`config.mk`:
```
export PLATFORM = sky130hd
export DESIGN_NAME = arc_sequencer
export DESIGN_NICKNAME = d
export VERILOG_FILES = /design/src/hdl/arc_pkg.sv /design/src/hdl/arc_ms_tick.sv /design/src/hdl/arc_timer.sv /design/src/hdl/arc_sequencer.sv
export VERILOG_INCLUDE_DIRS = /design/src /design/src/hdl
export SDC_FILE = /design/constraint.sdc
export NUM_CORES = 1
export LEC_CHECK = 0
export BUFFER_PORTS_ARGS = -buffer_cell sky130_fd_sc_hd__buf_2
export CAP_MARGIN = 40
export CORE_MARGIN = 4
export CORE_UTILIZATION = 55
export DETAILED_ROUTE_END_ITERATION = 7
export MAX_ROUTING_LAYER = met4
export PLACE_DENSITY = 0.79
export SYNTH_ARGS = -nofsm -noshare
export SYNTH_HDL_FRONTEND = slang
export SYNTH_SLANG_ARGS = --single-unit
```
`constraint.sdc`:
```
create_clock -name clk -period 18.2 [get_ports clk]
set_clock_uncertainty 0.2 [all_clocks]
set_input_delay 2.73 -clock clk [delete_from_list [all_inputs] [get_ports clk]]
set_output_delay 2.73 -clock clk [all_outputs]
set_load 0.05 [all_outputs]
```
`src/hdl/arc_defines.svh`:
```
// constants for the auto-reclose sequencer: bus map, fields, reset values, timing
// assumes a 100 MHz clock and a millisecond time base
`ifndef ARC_DEFINES_SVH
`define ARC_DEFINES_SVH

`define ARC_CLK_PERIOD_NS 10
`define ARC_TICK_PERIOD_NS 1000000
`define ARC_TICK_CYCLES (`ARC_TICK_PERIOD_NS / `ARC_CLK_PERIOD_NS)

`define ARC_TW 20
`define ARC_ADDR_CTRL 8'h00
`define ARC_ADDR_TIME0 8'h04
`define ARC_ADDR_STATUS 8'h34
`define ARC_NUM_TIMES 12

`define ARC_F_OP 0
`define ARC_F_CYC_HI 3
`define ARC_F_CYC_LO 1
`define ARC_F_START_SRC 4
`define ARC_F_EVO 5
`define ARC_F_MON 6
`define ARC_F_3PH_DIS 7
`define ARC_F_ACC_HI 11
`define ARC_F_ACC_LO 8
`define ARC_CTRL_RESET 12'h003

`define ARC_T_RECLAIM 0
`define ARC_T_CLOSE 1
`define ARC_T_DYN 2
`define ARC_T_MC 3
`define ARC_T_ACTION 4
`define ARC_T_START_MAX 5
`define ARC_T_DT_DELAY 6
`define ARC_T_CB_WAIT 7
`define ARC_T_SYNC 8
`define ARC_T_SWITCH 9
`define ARC_T_DEAD_1PH 10
`define ARC_T_DEAD_3PH 11

`define ARC_RST_RECLAIM 20'h0_07d0
`define ARC_RST_CLOSE 20'h0_0064
`define ARC_RST_DYN 20'h0_05dc
`define ARC_RST_1000 20'h0_03e8
`define ARC_RST_DT_DELAY 20'h0_0bb8
`define ARC_RST_10000 20'h0_2710
`define ARC_RST_DEAD_3PH 20'h0_01f4

`define ARC_IN_CB_READY 0
`define ARC_IN_SYNC_REL 1
`define ARC_IN_PROT_START 2
`define ARC_IN_MAN_CLOSE 3
`define ARC_IN_CB_OPEN 4
`define ARC_IN_TRIP 5
`define ARC_IN_3PH 6
`define ARC_IN_DT_DELAY 7
`define ARC_IN_GEN_BLOCK 8
`define ARC_IN_SW_DONE 9
`define ARC_NUM_IN 10

`endif

```
`src/hdl/arc_pkg.sv`:
```
// types for the auto-reclose sequencer
// assumes nothing beyond the compile order
package arc_pkg;
  typedef enum logic [9:0] {
    st_idle = 10'h001,
    st_start = 10'h002,
    st_delay = 10'h004,
    st_dead = 10'h008,
    st_cbwait = 10'h010,
    st_sync = 10'h020,
    st_switch = 10'h040,
    st_close = 10'h080,
    st_dyn = 10'h100,
    st_reclaim = 10'h200
  } arc_state_type;
endpackage : arc_pkg

```
`src/hdl/arc_ms_tick.sv`:
```
// millisecond tick generator
// assumes one free-running system clock
`timescale 1ns/100ps
module arc_ms_tick #(
  parameter int TICK_CYCLES = 100000
) (
  input wire logic clk,
  input wire logic rst,
  output logic tick
);
  logic [31:0] count;

  always_ff @(posedge clk or posedge rst) begin
    if (rst) begin
      count <= 32'h0000_0000;
      tick <= 1'b0;
    end else if (count == 32'(TICK_CYCLES - 1)) begin
      count <= 32'h0000_0000;
      tick <= 1'b1;
    end else begin
      count <= count + 32'h0000_0001;
      tick <= 1'b0;
    end
  end
endmodule : arc_ms_tick

```
`src/hdl/arc_timer.sv`:
```
// millisecond timer: start restarts from zero, expired holds until stop or restart
// assumes tick is a one-cycle pulse from the same clock
`timescale 1ns/100ps
`include "arc_defines.svh"
module arc_timer (
  input wire logic clk,
  input wire logic rst,
  input wire logic tick,
  input wire logic start,
  input wire logic stop,
  input wire logic [`ARC_TW-1:0] limit,
  output logic running,
  output logic expired
);
  logic [`ARC_TW-1:0] count;

  // a zero setting expires at once
  assign expired = running && (count >= limit);

  always_ff @(posedge clk or posedge rst) begin
    if (rst) begin
      count <= '0;
      running <= 1'b0;
    end else if (start) begin
      count <= '0;
      running <= 1'b1;
    end else if (stop) begin
      running <= 1'b0;
    end else if (running && tick && !expired) begin
      count <= count + `ARC_TW'(1);
    end
  end
endmodule : arc_timer

```
`src/hdl/arc_sequencer.sv`:
```
// auto-reclose sequencer: breaker, synchro and close control with APB settings
// assumes a 100 MHz clock; protection and breaker inputs arrive asynchronously
//
// What this block does
// - at dead time end close only once breaker-ready is true; else keep waiting
// - breaker-ready absent past the supervision time enters dynamic blocked
// - closing needs synchro release, awaited at most the synchro-check time
// - synchro wait expiry starts synchronous switching, raises its request and second timer
// - no switching before that timer expires: dynamic blocked, then reset
// - one close output for all phases, pulse the close command time to within one tick
// - close starts reclaim; reclaim never ends before the close pulse ends
// - fault in reclaim: next cycle; expiry: success; later fault: restart at cycle one
// - protection start during reclaim keeps the sequence alive for a late trip
// - manual close holds not-ready for the post-manual-close block time
// - manual close during a running cycle forces dynamic blocked and reset
// - evolving fault: block with final trip, or continue with three-phase timing
// - fault persisting after the last enabled cycle: final trip, then dynamic blocked
// - fault again in dead time after a multi-phase fault raises final trip
// - protection start runs the action timer; no trip before expiry blocks
// - enabled acceleration asserts trip acceleration at first start or dead time end
// - dynamic blocked runs its timer; no close while it runs
// - further dynamic block causes: long start, long delay, blocked start, open, 3ph
// - dynamic blocks act while running, and from idle on a blocked trip or action timeout; not-ready only while idle
// - not-ready causes: off, no cycles, breaker not ready, manual close, open, block
// - blocked output shows dynamic blocked or not-ready
// - up to four cycles, count selected from disabled to four; settings five to seven never reach a last cycle
// - start on trip reset or on breaker open, by setting
`timescale 1ns/100ps
`include "arc_defines.svh"
module arc_sequencer #(
  parameter int TICK_CYCLES = `ARC_TICK_CYCLES
) (
  input wire logic clk,
  input wire logic rst,
  input wire logic psel,
  input wire logic penable,
  input wire logic pwrite,
  input wire logic [7:0] paddr,
  input wire logic [31:0] pwdata,
  output logic [31:0] prdata,
  output logic pready,
  output logic pslverr,
  input wire logic breaker_ready_in,
  input wire logic sync_release_in,
  input wire logic protection_start_in,
  input wire logic manual_close_in,
  input wire logic breaker_open_in,
  input wire logic reclose_start_in,
  input wire logic three_phase_trip_in,
  input wire logic dead_time_delay_in,
  input wire logic general_block_in,
  input wire logic sync_switch_done_in,
  output logic close_cmd_out,
  output logic sync_switch_close_req,
  output logic final_trip_out,
  output logic trip_accel_out,
  output logic blocked_out,
  output logic in_progress_out
);
  ////////////////////////////////////////////////////////////////////////////////
  // registers
  logic [11:0] ctrl;
  logic [`ARC_TW-1:0] times [`ARC_NUM_TIMES];
  logic [31:0] status;
  logic wr_en;
  logic addr_time;
  logic [3:0] tidx;

  assign tidx = paddr[5:2] - 4'h1;
  assign addr_time = (paddr[1:0] == 2'b00) && (paddr >= `ARC_ADDR_TIME0) && (paddr < `ARC_ADDR_STATUS);
  assign wr_en = psel && penable && pwrite;
  assign pready = 1'b1;
  assign pslverr = psel && penable && !(addr_time || paddr == `ARC_ADDR_CTRL || (paddr == `ARC_ADDR_STATUS && !pwrite));

  logic operation_enable;
  logic [2:0] cycle_count_select;
  logic start_source_select;
  logic evolving_fault_mode;
  logic breaker_state_monitor_en;
  logic three_phase_reclose_disable;
  logic [3:0] accel_en;
  assign operation_enable = ctrl[`ARC_F_OP];
  assign cycle_count_select = ctrl[`ARC_F_CYC_HI:`ARC_F_CYC_LO];
  assign start_source_select = ctrl[`ARC_F_START_SRC];
  assign evolving_fault_mode = ctrl[`ARC_F_EVO];
  assign breaker_state_monitor_en = ctrl[`ARC_F_MON];
  assign three_phase_reclose_disable = ctrl[`ARC_F_3PH_DIS];
  assign accel_en = ctrl[`ARC_F_ACC_HI:`ARC_F_ACC_LO];

  always_ff @(posedge clk or posedge rst) begin
    if (rst) begin
      ctrl <= `ARC_CTRL_RESET;
    end else if (wr_en && paddr == `ARC_ADDR_CTRL) begin
      ctrl <= pwdata[11:0];
    end
  end

  always_ff @(posedge clk or posedge rst) begin
    if (rst) begin
      times[`ARC_T_RECLAIM] <= `ARC_RST_RECLAIM;
      times[`ARC_T_CLOSE] <= `ARC_RST_CLOSE;
      times[`ARC_T_DYN] <= `ARC_RST_DYN;
      times[`ARC_T_MC] <= `ARC_RST_1000;
      times[`ARC_T_ACTION] <= `ARC_RST_1000;
      times[`ARC_T_START_MAX] <= `ARC_RST_1000;
      times[`ARC_T_DT_DELAY] <= `ARC_RST_DT_DELAY;
      times[`ARC_T_CB_WAIT] <= `ARC_RST_1000;
      times[`ARC_T_SYNC] <= `ARC_RST_10000;
      times[`ARC_T_SWITCH] <= `ARC_RST_10000;
      times[`ARC_T_DEAD_1PH] <= `ARC_RST_1000;
      times[`ARC_T_DEAD_3PH] <= `ARC_RST_DEAD_3PH;
    end else if (wr_en && addr_time) begin
      times[tidx] <= pwdata[`ARC_TW-1:0];
    end
  end

  // read data captured in the setup phase so the access phase needs no wait
  always_ff @(posedge clk or posedge rst) begin
    if (rst) begin
      prdata <= 32'h0000_0000;
    end else if (psel && !penable && !pwrite) begin
      if (paddr == `ARC_ADDR_CTRL) prdata <= {20'h0_0000, ctrl};
      else if (addr_time) prdata <= {12'h000, times[tidx]};
      else if (paddr == `ARC_ADDR_STATUS) prdata <= status;
      else prdata <= 32'h0000_0000;
    end
  end

  ////////////////////////////////////////////////////////////////////////////////
  // input synchronisers and edges
  logic [`ARC_NUM_IN-1:0] pins, sync1, sync2, prev, rise;
  assign pins = {sync_switch_done_in, general_block_in, dead_time_delay_in, three_phase_trip_in,
                 reclose_start_in, breaker_open_in, manual_close_in, protection_start_in,
                 sync_release_in, breaker_ready_in};

  genvar gi;
  generate
    for (gi = 0; gi < `ARC_NUM_IN; gi++) begin : g_sync
      always_ff @(posedge clk or posedge rst) begin
        if (rst) begin
          sync1[gi] <= 1'b0;
          sync2[gi] <= 1'b0;
          prev[gi] <= 1'b0;
        end else begin
          sync1[gi] <= pins[gi];
          sync2[gi] <= sync1[gi];
          prev[gi] <= sync2[gi];
        end
      end
    end
  endgenerate
  assign rise = sync2 & ~prev;

  logic cb_ready, sync_rel, cb_open, trip, ph3, dt_delay, gen_block, sw_done;
  logic trip_rise, prot_rise, man_rise, open_rise, ph3_rise;
  assign cb_ready = sync2[`ARC_IN_CB_READY];
  assign sync_rel = sync2[`ARC_IN_SYNC_REL];
  assign cb_open = sync2[`ARC_IN_CB_OPEN];
  assign trip = sync2[`ARC_IN_TRIP];
  assign ph3 = sync2[`ARC_IN_3PH];
  assign dt_delay = sync2[`ARC_IN_DT_DELAY];
  assign gen_block = sync2[`ARC_IN_GEN_BLOCK];
  assign sw_done = sync2[`ARC_IN_SW_DONE];
  assign trip_rise = rise[`ARC_IN_TRIP];
  assign prot_rise = rise[`ARC_IN_PROT_START];
  assign man_rise = rise[`ARC_IN_MAN_CLOSE];
  assign open_rise = rise[`ARC_IN_CB_OPEN];
  assign ph3_rise = rise[`ARC_IN_3PH];

  ////////////////////////////////////////////////////////////////////////////////
  // timers on a common millisecond tick
  arc_pkg::arc_state_type state, next_state;
  logic tick;
  logic seq_exp, rec_run, rec_exp, act_exp, mc_run, mc_exp;
  logic [`ARC_TW-1:0] seq_limit;
  logic running, three_ph, held;

  arc_ms_tick #(.TICK_CYCLES(TICK_CYCLES)) u_tick (.clk(clk), .rst(rst), .tick(tick));

  always_comb begin
    case (state)
      arc_pkg::st_start: seq_limit = times[`ARC_T_START_MAX];
      arc_pkg::st_delay: seq_limit = times[`ARC_T_DT_DELAY];
      arc_pkg::st_dead: seq_limit = three_ph ? times[`ARC_T_DEAD_3PH] : times[`ARC_T_DEAD_1PH];
      arc_pkg::st_cbwait: seq_limit = times[`ARC_T_CB_WAIT];
      arc_pkg::st_sync: seq_limit = times[`ARC_T_SYNC];
      arc_pkg::st_switch: seq_limit = times[`ARC_T_SWITCH];
      arc_pkg::st_close: seq_limit = times[`ARC_T_CLOSE];
      arc_pkg::st_dyn: seq_limit = times[`ARC_T_DYN];
      default: seq_limit = '0;
    endcase
  end

  arc_timer u_seq (.clk(clk), .rst(rst), .tick(tick), .start(next_state != state), .stop(1'b0),
                   .limit(seq_limit), .running(), .expired(seq_exp));
  // reclaim starts with the close command
  arc_timer u_rec (.clk(clk), .rst(rst), .tick(tick),
                   .start(next_state == arc_pkg::st_close && state != arc_pkg::st_close),
                   .stop(!running), .limit(times[`ARC_T_RECLAIM]), .running(rec_run), .expired(rec_exp));
  arc_timer u_act (.clk(clk), .rst(rst), .tick(tick), .start(prot_rise && state != arc_pkg::st_dyn),
                   .stop(trip_rise || state == arc_pkg::st_dyn), .limit(times[`ARC_T_ACTION]), .running(),
                   .expired(act_exp));
  arc_timer u_mc (.clk(clk), .rst(rst), .tick(tick), .start(man_rise), .stop(mc_exp),
                  .limit(times[`ARC_T_MC]), .running(mc_run), .expired(mc_exp));

  ////////////////////////////////////////////////////////////////////////////////
  // sequence
  logic [1:0] cycle;
  logic last_cycle, not_ready, fin_evt, advance, restart;
  assign running = !(state == arc_pkg::st_idle || state == arc_pkg::st_dyn);
  assign last_cycle = ({1'b0, cycle} + 3'h1) >= cycle_count_select;
  assign not_ready = !operation_enable || cycle_count_select == 3'h0 || !cb_ready || mc_run
                     || (breaker_state_monitor_en && cb_open) || (start_source_select && cb_open) || gen_block;

  always_comb begin
    next_state = state;
    fin_evt = 1'b0;
    advance = 1'b0;
    restart = 1'b0;
    case (state)
      arc_pkg::st_idle: begin
        if (trip_rise && operation_enable && cycle_count_select != 3'h0) begin
          if (mc_run || gen_block || (ph3 && three_phase_reclose_disable)) next_state = arc_pkg::st_dyn;
          else begin
            next_state = arc_pkg::st_start;
            restart = 1'b1;
          end
        end
      end
      arc_pkg::st_start: begin
        if (start_source_select ? cb_open : !trip) next_state = arc_pkg::st_delay;
        else if (seq_exp) next_state = arc_pkg::st_dyn;
      end
      arc_pkg::st_delay: begin
        if (!dt_delay) next_state = arc_pkg::st_dead;
        else if (seq_exp) next_state = arc_pkg::st_dyn;
      end
      arc_pkg::st_dead: begin
        if (trip_rise && three_ph) fin_evt = 1'b1;
        else if (ph3_rise && !evolving_fault_mode) fin_evt = 1'b1;
        else if (seq_exp) next_state = arc_pkg::st_cbwait;
      end
      arc_pkg::st_cbwait: begin
        if (cb_ready) next_state = arc_pkg::st_sync;
        else if (seq_exp) next_state = arc_pkg::st_dyn;
      end
      arc_pkg::st_sync: begin
        if (sync_rel) next_state = arc_pkg::st_close;
        else if (seq_exp) next_state = arc_pkg::st_switch;
      end
      arc_pkg::st_switch: begin
        if (sw_done) next_state = arc_pkg::st_close;
        else if (seq_exp) next_state = arc_pkg::st_dyn;
      end
      arc_pkg::st_close: begin
        // reclaim is judged only after the pulse, so a long pulse stretches it
        if (seq_exp) next_state = arc_pkg::st_reclaim;
      end
      arc_pkg::st_reclaim: begin
        if (trip_rise) begin
          if (last_cycle) fin_evt = 1'b1;
          else begin
            next_state = arc_pkg::st_start;
            advance = 1'b1;
          end
        end else if (rec_exp && !held) next_state = arc_pkg::st_idle;
      end
      default: begin
        if (seq_exp) next_state = arc_pkg::st_idle;
      end
    endcase
    if (running && man_rise) next_state = arc_pkg::st_dyn;
    else if (running && breaker_state_monitor_en && open_rise && !trip) next_state = arc_pkg::st_dyn;
    else if (act_exp && state != arc_pkg::st_dyn) next_state = arc_pkg::st_dyn;
    if (fin_evt) next_state = arc_pkg::st_dyn;
  end

  always_ff @(posedge clk or posedge rst) begin
    if (rst) begin
      state <= arc_pkg::st_idle;
    end else begin
      state <= next_state;
    end
  end

  always_ff @(posedge clk or posedge rst) begin
    if (rst) begin
      cycle <= 2'h0;
    end else if (restart) begin
      cycle <= 2'h0;
    end else if (advance) begin
      cycle <= cycle + 2'h1;
    end
  end

  // once three-phase timing is used it stays for the rest of the sequence
  always_ff @(posedge clk or posedge rst) begin
    if (rst) begin
      three_ph <= 1'b0;
    end else if (restart) begin
      three_ph <= ph3;
    end else if (running && ph3) begin
      three_ph <= 1'b1;
    end
  end

  // a start seen around the close keeps the sequence waiting for a late trip
  always_ff @(posedge clk or posedge rst) begin
    if (rst) begin
      held <= 1'b0;
    end else if ((state == arc_pkg::st_close || state == arc_pkg::st_reclaim) && prot_rise) begin
      held <= 1'b1;
    end else if (state != arc_pkg::st_close && state != arc_pkg::st_reclaim) begin
      held <= 1'b0;
    end
  end

  ////////////////////////////////////////////////////////////////////////////////
  // outputs
  logic [1:0] acc_idx;
  logic accel_set;
  assign acc_idx = running ? cycle : 2'h0;
  assign accel_set = (prot_rise && accel_en[acc_idx])
                     || (state == arc_pkg::st_dead && next_state == arc_pkg::st_cbwait && accel_en[cycle]);
  assign status = {20'h0_0000, cycle, state};

  always_ff @(posedge clk or posedge rst) begin
    if (rst) begin
      close_cmd_out <= 1'b0;
      sync_switch_close_req <= 1'b0;
      in_progress_out <= 1'b0;
    end else begin
      close_cmd_out <= next_state == arc_pkg::st_close;
      sync_switch_close_req <= next_state == arc_pkg::st_switch;
      in_progress_out <= next_state != arc_pkg::st_idle && next_state != arc_pkg::st_dyn;
    end
  end

  always_ff @(posedge clk or posedge rst) begin
    if (rst) begin
      final_trip_out <= 1'b0;
    end else if (fin_evt) begin
      final_trip_out <= 1'b1;
    end else if (state == arc_pkg::st_idle) begin
      final_trip_out <= 1'b0;
    end
  end

  always_ff @(posedge clk or posedge rst) begin
    if (rst) begin
      trip_accel_out <= 1'b0;
    end else if (accel_set) begin
      trip_accel_out <= 1'b1;
    end else if (trip_rise || (next_state != state && (next_state == arc_pkg::st_idle
                                                      || next_state == arc_pkg::st_dyn))) begin
      trip_accel_out <= 1'b0;
    end
  end

  // not-ready only counts while idle, dynamic blocking from a running cycle or a blocked trip or action timeout in idle
  always_ff @(posedge clk or posedge rst) begin
    if (rst) begin
      blocked_out <= 1'b0;
    end else begin
      blocked_out <= state == arc_pkg::st_dyn || (!running && not_ready);
    end
  end

  ////////////////////////////////////////////////////////////////////////////////
  // checks
  a_close_matches_state: assert property (@(posedge clk) disable iff (rst)
    close_cmd_out == (state == arc_pkg::st_close)) else $error("close output out of step with state");
  a_no_close_blocked: assert property (@(posedge clk) disable iff (rst)
    state == arc_pkg::st_dyn |-> !close_cmd_out) else $error("close issued while dynamically blocked");
  a_wait_breaker_ready: assert property (@(posedge clk) disable iff (rst)
    state == arc_pkg::st_cbwait && !cb_ready |=> state != arc_pkg::st_sync) else $error("left breaker wait unready");
  a_blocked_shown: assert property (@(posedge clk) disable iff (rst)
    state == arc_pkg::st_dyn |=> blocked_out) else $error("dynamic block not shown");
  a_switch_request: assert property (@(posedge clk) disable iff (rst)
    state == arc_pkg::st_switch |-> sync_switch_close_req) else $error("switching without its request");
  a_final_then_block: assert property (@(posedge clk) disable iff (rst)
    $rose(final_trip_out) |-> state == arc_pkg::st_dyn) else $error("final trip without dynamic block");
  a_manual_blocks: assert property (@(posedge clk) disable iff (rst)
    running && man_rise |=> state == arc_pkg::st_dyn) else $error("manual close did not block the cycle");

  c_success: cover property (@(posedge clk) disable iff (rst)
    state == arc_pkg::st_reclaim ##1 state == arc_pkg::st_idle);
  c_switching: cover property (@(posedge clk) disable iff (rst) state == arc_pkg::st_switch);
  c_final_trip: cover property (@(posedge clk) disable iff (rst) $rose(final_trip_out));
endmodule : arc_sequencer

```
==> flow_summary.json <==
{
  "rsz0062_at_grt": "false",
  "finalSetupTns_ps": 0,
  "relSlewSlack_pct": 38.85,
  "critical_path_class": "primary input to primary output",
  "synth_edf_count": 0,
  "postSynthAreaPerCell_sq_um": 11.15,
  "gp_congestion": 0.9435,
  "synth_warnings": 0,
  "ir_drop_mv": 0.06870,
  "post_cts_resized": 0,
  "synthFlopType": "dfrtp_1",
  "whs_ps": 146.9,
  "p_per_area_nw_per_um2": 85.99,
  "worstHoldPathType": "register to register",
  "synth_common_cells": "dfrtp_1, mux2_2, nand2_1, nor2_1, clkbuf_1",
  "end_kind": "primary output",
  "yosysMostFrequentCell": "dfrtp_1",
  "cts-root-buf": "clkbuf_16",
  "worst_pin_slew_ps": 908.9,
  "synth-compound-area-share_pct": 9.380,
  "crit_chain": "buf_4 > inv_1 > ha_1 > nor4b_1 > nand2_1 > o211ai_1 > buf_4 > o21ai_0 > nor3_1 > buf_2",
  "ctsHoldBuffers": 0,
  "tritoncts": "built",
  "synth_top_area_cell": "dfrtp_1",
  "cts_made_buffers": 46,
  "fin_crit_ps": 7957,
  "start_util_pct": 55.91,
  "io_pins": 95,
  "vias": 17956,
  "crit_top_cell": "buf_4",
  "grt_first_pass_wirelength_um": 104300,
  "cp-start-kind": "primary input",
  "slowest_stage": "buf_4",
  "rows": 75,
  "die_w_um": 215.0,
  "violations": "DRC",
  "drive_gt1_share_pct": 28.76,
  "clock.fmax_mhz": 125.7,
  "coreArea_sq_um": 42130,
  "synth_xor_xnor_area_share_pct": 3.458,
  "grt.total_usage_pct": 29.60,
  "fin_crit_sh_pct": 43.72,
  "cap_viol_max_count": 0,
  "synth_top_area_share_pct": 38.46,
  "wl_um": 67490,
  "leakage_nw": 11.88,
  "power_w": 0.002241,
  "drc": 1,
  "synthCells": 2112,
  "synth-simple-area-share_pct": 12.44,
  "cp.arrival_ps": 5030,
  "ys_ff_latch": 434,
  "synthAdderAreaFrac_pct": 4.993,
  "clock_latency_ps": 590,
  "setup_viol": 0,
  "cts_setup_buffers": 0,
  "drv_slew": 0,
  "synth.distinct_cells": 81,
  "path_clk_slew_ps": 60,
  "port_buffers": 69,
  "wire_per_inst_um": 24.77,
  "synth_area_sq_um": 23560,
  "via_per_inst": 6.589,
  "grt_antenna_before_repair": 6,
  "die-area_sq_um": 46210,
  "dr.pass1.iters": 8,
  "cts.sinks": 434,
  "area_delta_synth_final_pct": 10.62,
  "postRouteAntennaNets": 0,
  "die_y_um": 215.0,
  "grt_pass1_vias": 18150,
  "outcome": "finished, violations left",
  "seq_area_frac_synth_pct": 46.49,
  "drtIter0Drc": 2298,
  "ctsLongestPathBuffers": 3,
  "synthArstFlopShare_pct": 100.0,
  "nets": 2292,
  "overflow": 0,
  "muxShareOfSynthArea_pct": 19.14,
  "hold_violations": 0,
  "cp_max_fo": 28,
  "cp.required_ps": 15270,
  "h-tree-depth": 2,
  "max_stage_delay_ps": 390,
  "synth_top_family_by_area": "multiplexers",
  "grt_max_degree": 128,
  "yosys-top-cells-area": "dfrtp_1, mux2_2, dfstp_2",
  "place_hpwl_um": 45300
}
layout by cell type, fill, tap and decap left out, types with 12 or more instances in the layout:
cell type / n
mux2_2: 254
xor2_1: 41
mux4_2: 61
nand3_1: 54
dfrtp_1: 362
nor3_1: 23
buf_4: 35
o21ai_0: 70
dfstp_2: 72
ha_1: 93
nor2_1: 144
mux2i_1: 26
nor2_2: 20
nand2b_1: 17
and3_1: 26
clkbuf_1: 13
or3_1: 22
a21oi_1: 82
conb_1: 13
inv_1: 91
a222oi_1: 20
nand4_1: 37
nand2_1: 159
clkbuf_16: 47
a221oi_1: 41
xnor2_1: 49
a211oi_1: 12
buf_2: 69
a31oi_1: 37
power breakdown:
group	switching [W]	internal, W	total (W)	leakage [nW]
logic	0.000203	0.0000860	0.000289	5.42
clock network	0.000391	0.000554	0.000946	0.749
registers	0.0000199	0.000986	0.00101	5.70
kinds of logic after synthesis:
family,count (synthesis)
adders and majority gates,94
muxes,342
other,2
DFF,434
xor gates and xnor gates,93
and+or+nand+nor,582
AOI/OAI and AO/OA,332
buffers and inverters,233
critical path, delay by kind of cell:
kind / cells / cell delay [ps]
buffers and inverters: 4 / 1120
and+or+nand+nor: 3 / 540
adders and majority gates: 1 / 320
AOI/OAI and AO/OA: 2 / 260
sequential cells by signal, summed over array words and instances (netlist names), 2 cells and up:
name          cells
ctrl             12
cycle             2
prdata           20
prev              5
state            10
sync1            10
sync2             2
times           240
u_act.count      20
u_mc.count       20
u_rec.count      20
u_seq.count      20
u_tick.count     32
final timing paths:
| check | from | endpoint | slack, ps | cells past startpoint |
|---|---|---|---|---|
| worst max-delay path | paddr[2] | pslverr | 10240 | 10 |
| worst min-delay path | sync1[1]$_DFF_PP0_ | sync_rel$_DFF_PP0_ | 150 | 0 |
| worst max register to register | state[7]$_DFF_PP0_ | trip_accel_out$_DFFE_PP0P_ | 11870 | 18 |
| worst min register to register | sync1[1]$_DFF_PP0_ | sync_rel$_DFF_PP0_ | 150 | 0 |
| max in group asynchronous | rst | state[5]$_DFF_PP0_ | 14300 | 5 |
| min in group asynchronous | rst | times[33]$_DFFE_PP0P_ | 1860 | 2 |
cell type report:
type                       count  area (sq um)
sequential                   434         10950
inverter                      92         352.8
tap                          539         674.4
clock inverter                16         161.4
timing repair buffer         113         805.8
clock buffer                  69          1349
antenna                        6         15.01
fill                        3174         16080
multi-input combinational   1456         11750
routing by layer:
| layer | routed length [um] | part of all wire, % | track usage (%) |
|---|---|---|---|
| met1 | 26330 | 39 | 37.64 |
| met4 | 3147 | 4.7 | 12.25 |
| met5 | 0 | 0 | - |
| met2 | 31390 | 47 | 46.11 |
| met3 | 6624 | 9.8 | 6.893 |
metrics by stage:
| stage | utilization, % | setup slack [ps] | instances | area, sq um |
|---|---|---|---|---|
| 2_1_floorplan | - | 3301 | 2123 | 23600 |
| 3_3_place_gp | 57.74 | 10340 | 2624 | 24330 |
| 3_5_place_dp | 58.21 | 10340 | 2633 | 24530 |
| 4_1_cts | 61.80 | 10340 | 2718 | 26040 |
| 5_1_grt | 61.84 | 10030 | 2725 | 26060 |
| 6_report | 61.84 | 10240 | 2725 | 26060 |
Power figures use the tool's default switching activity.
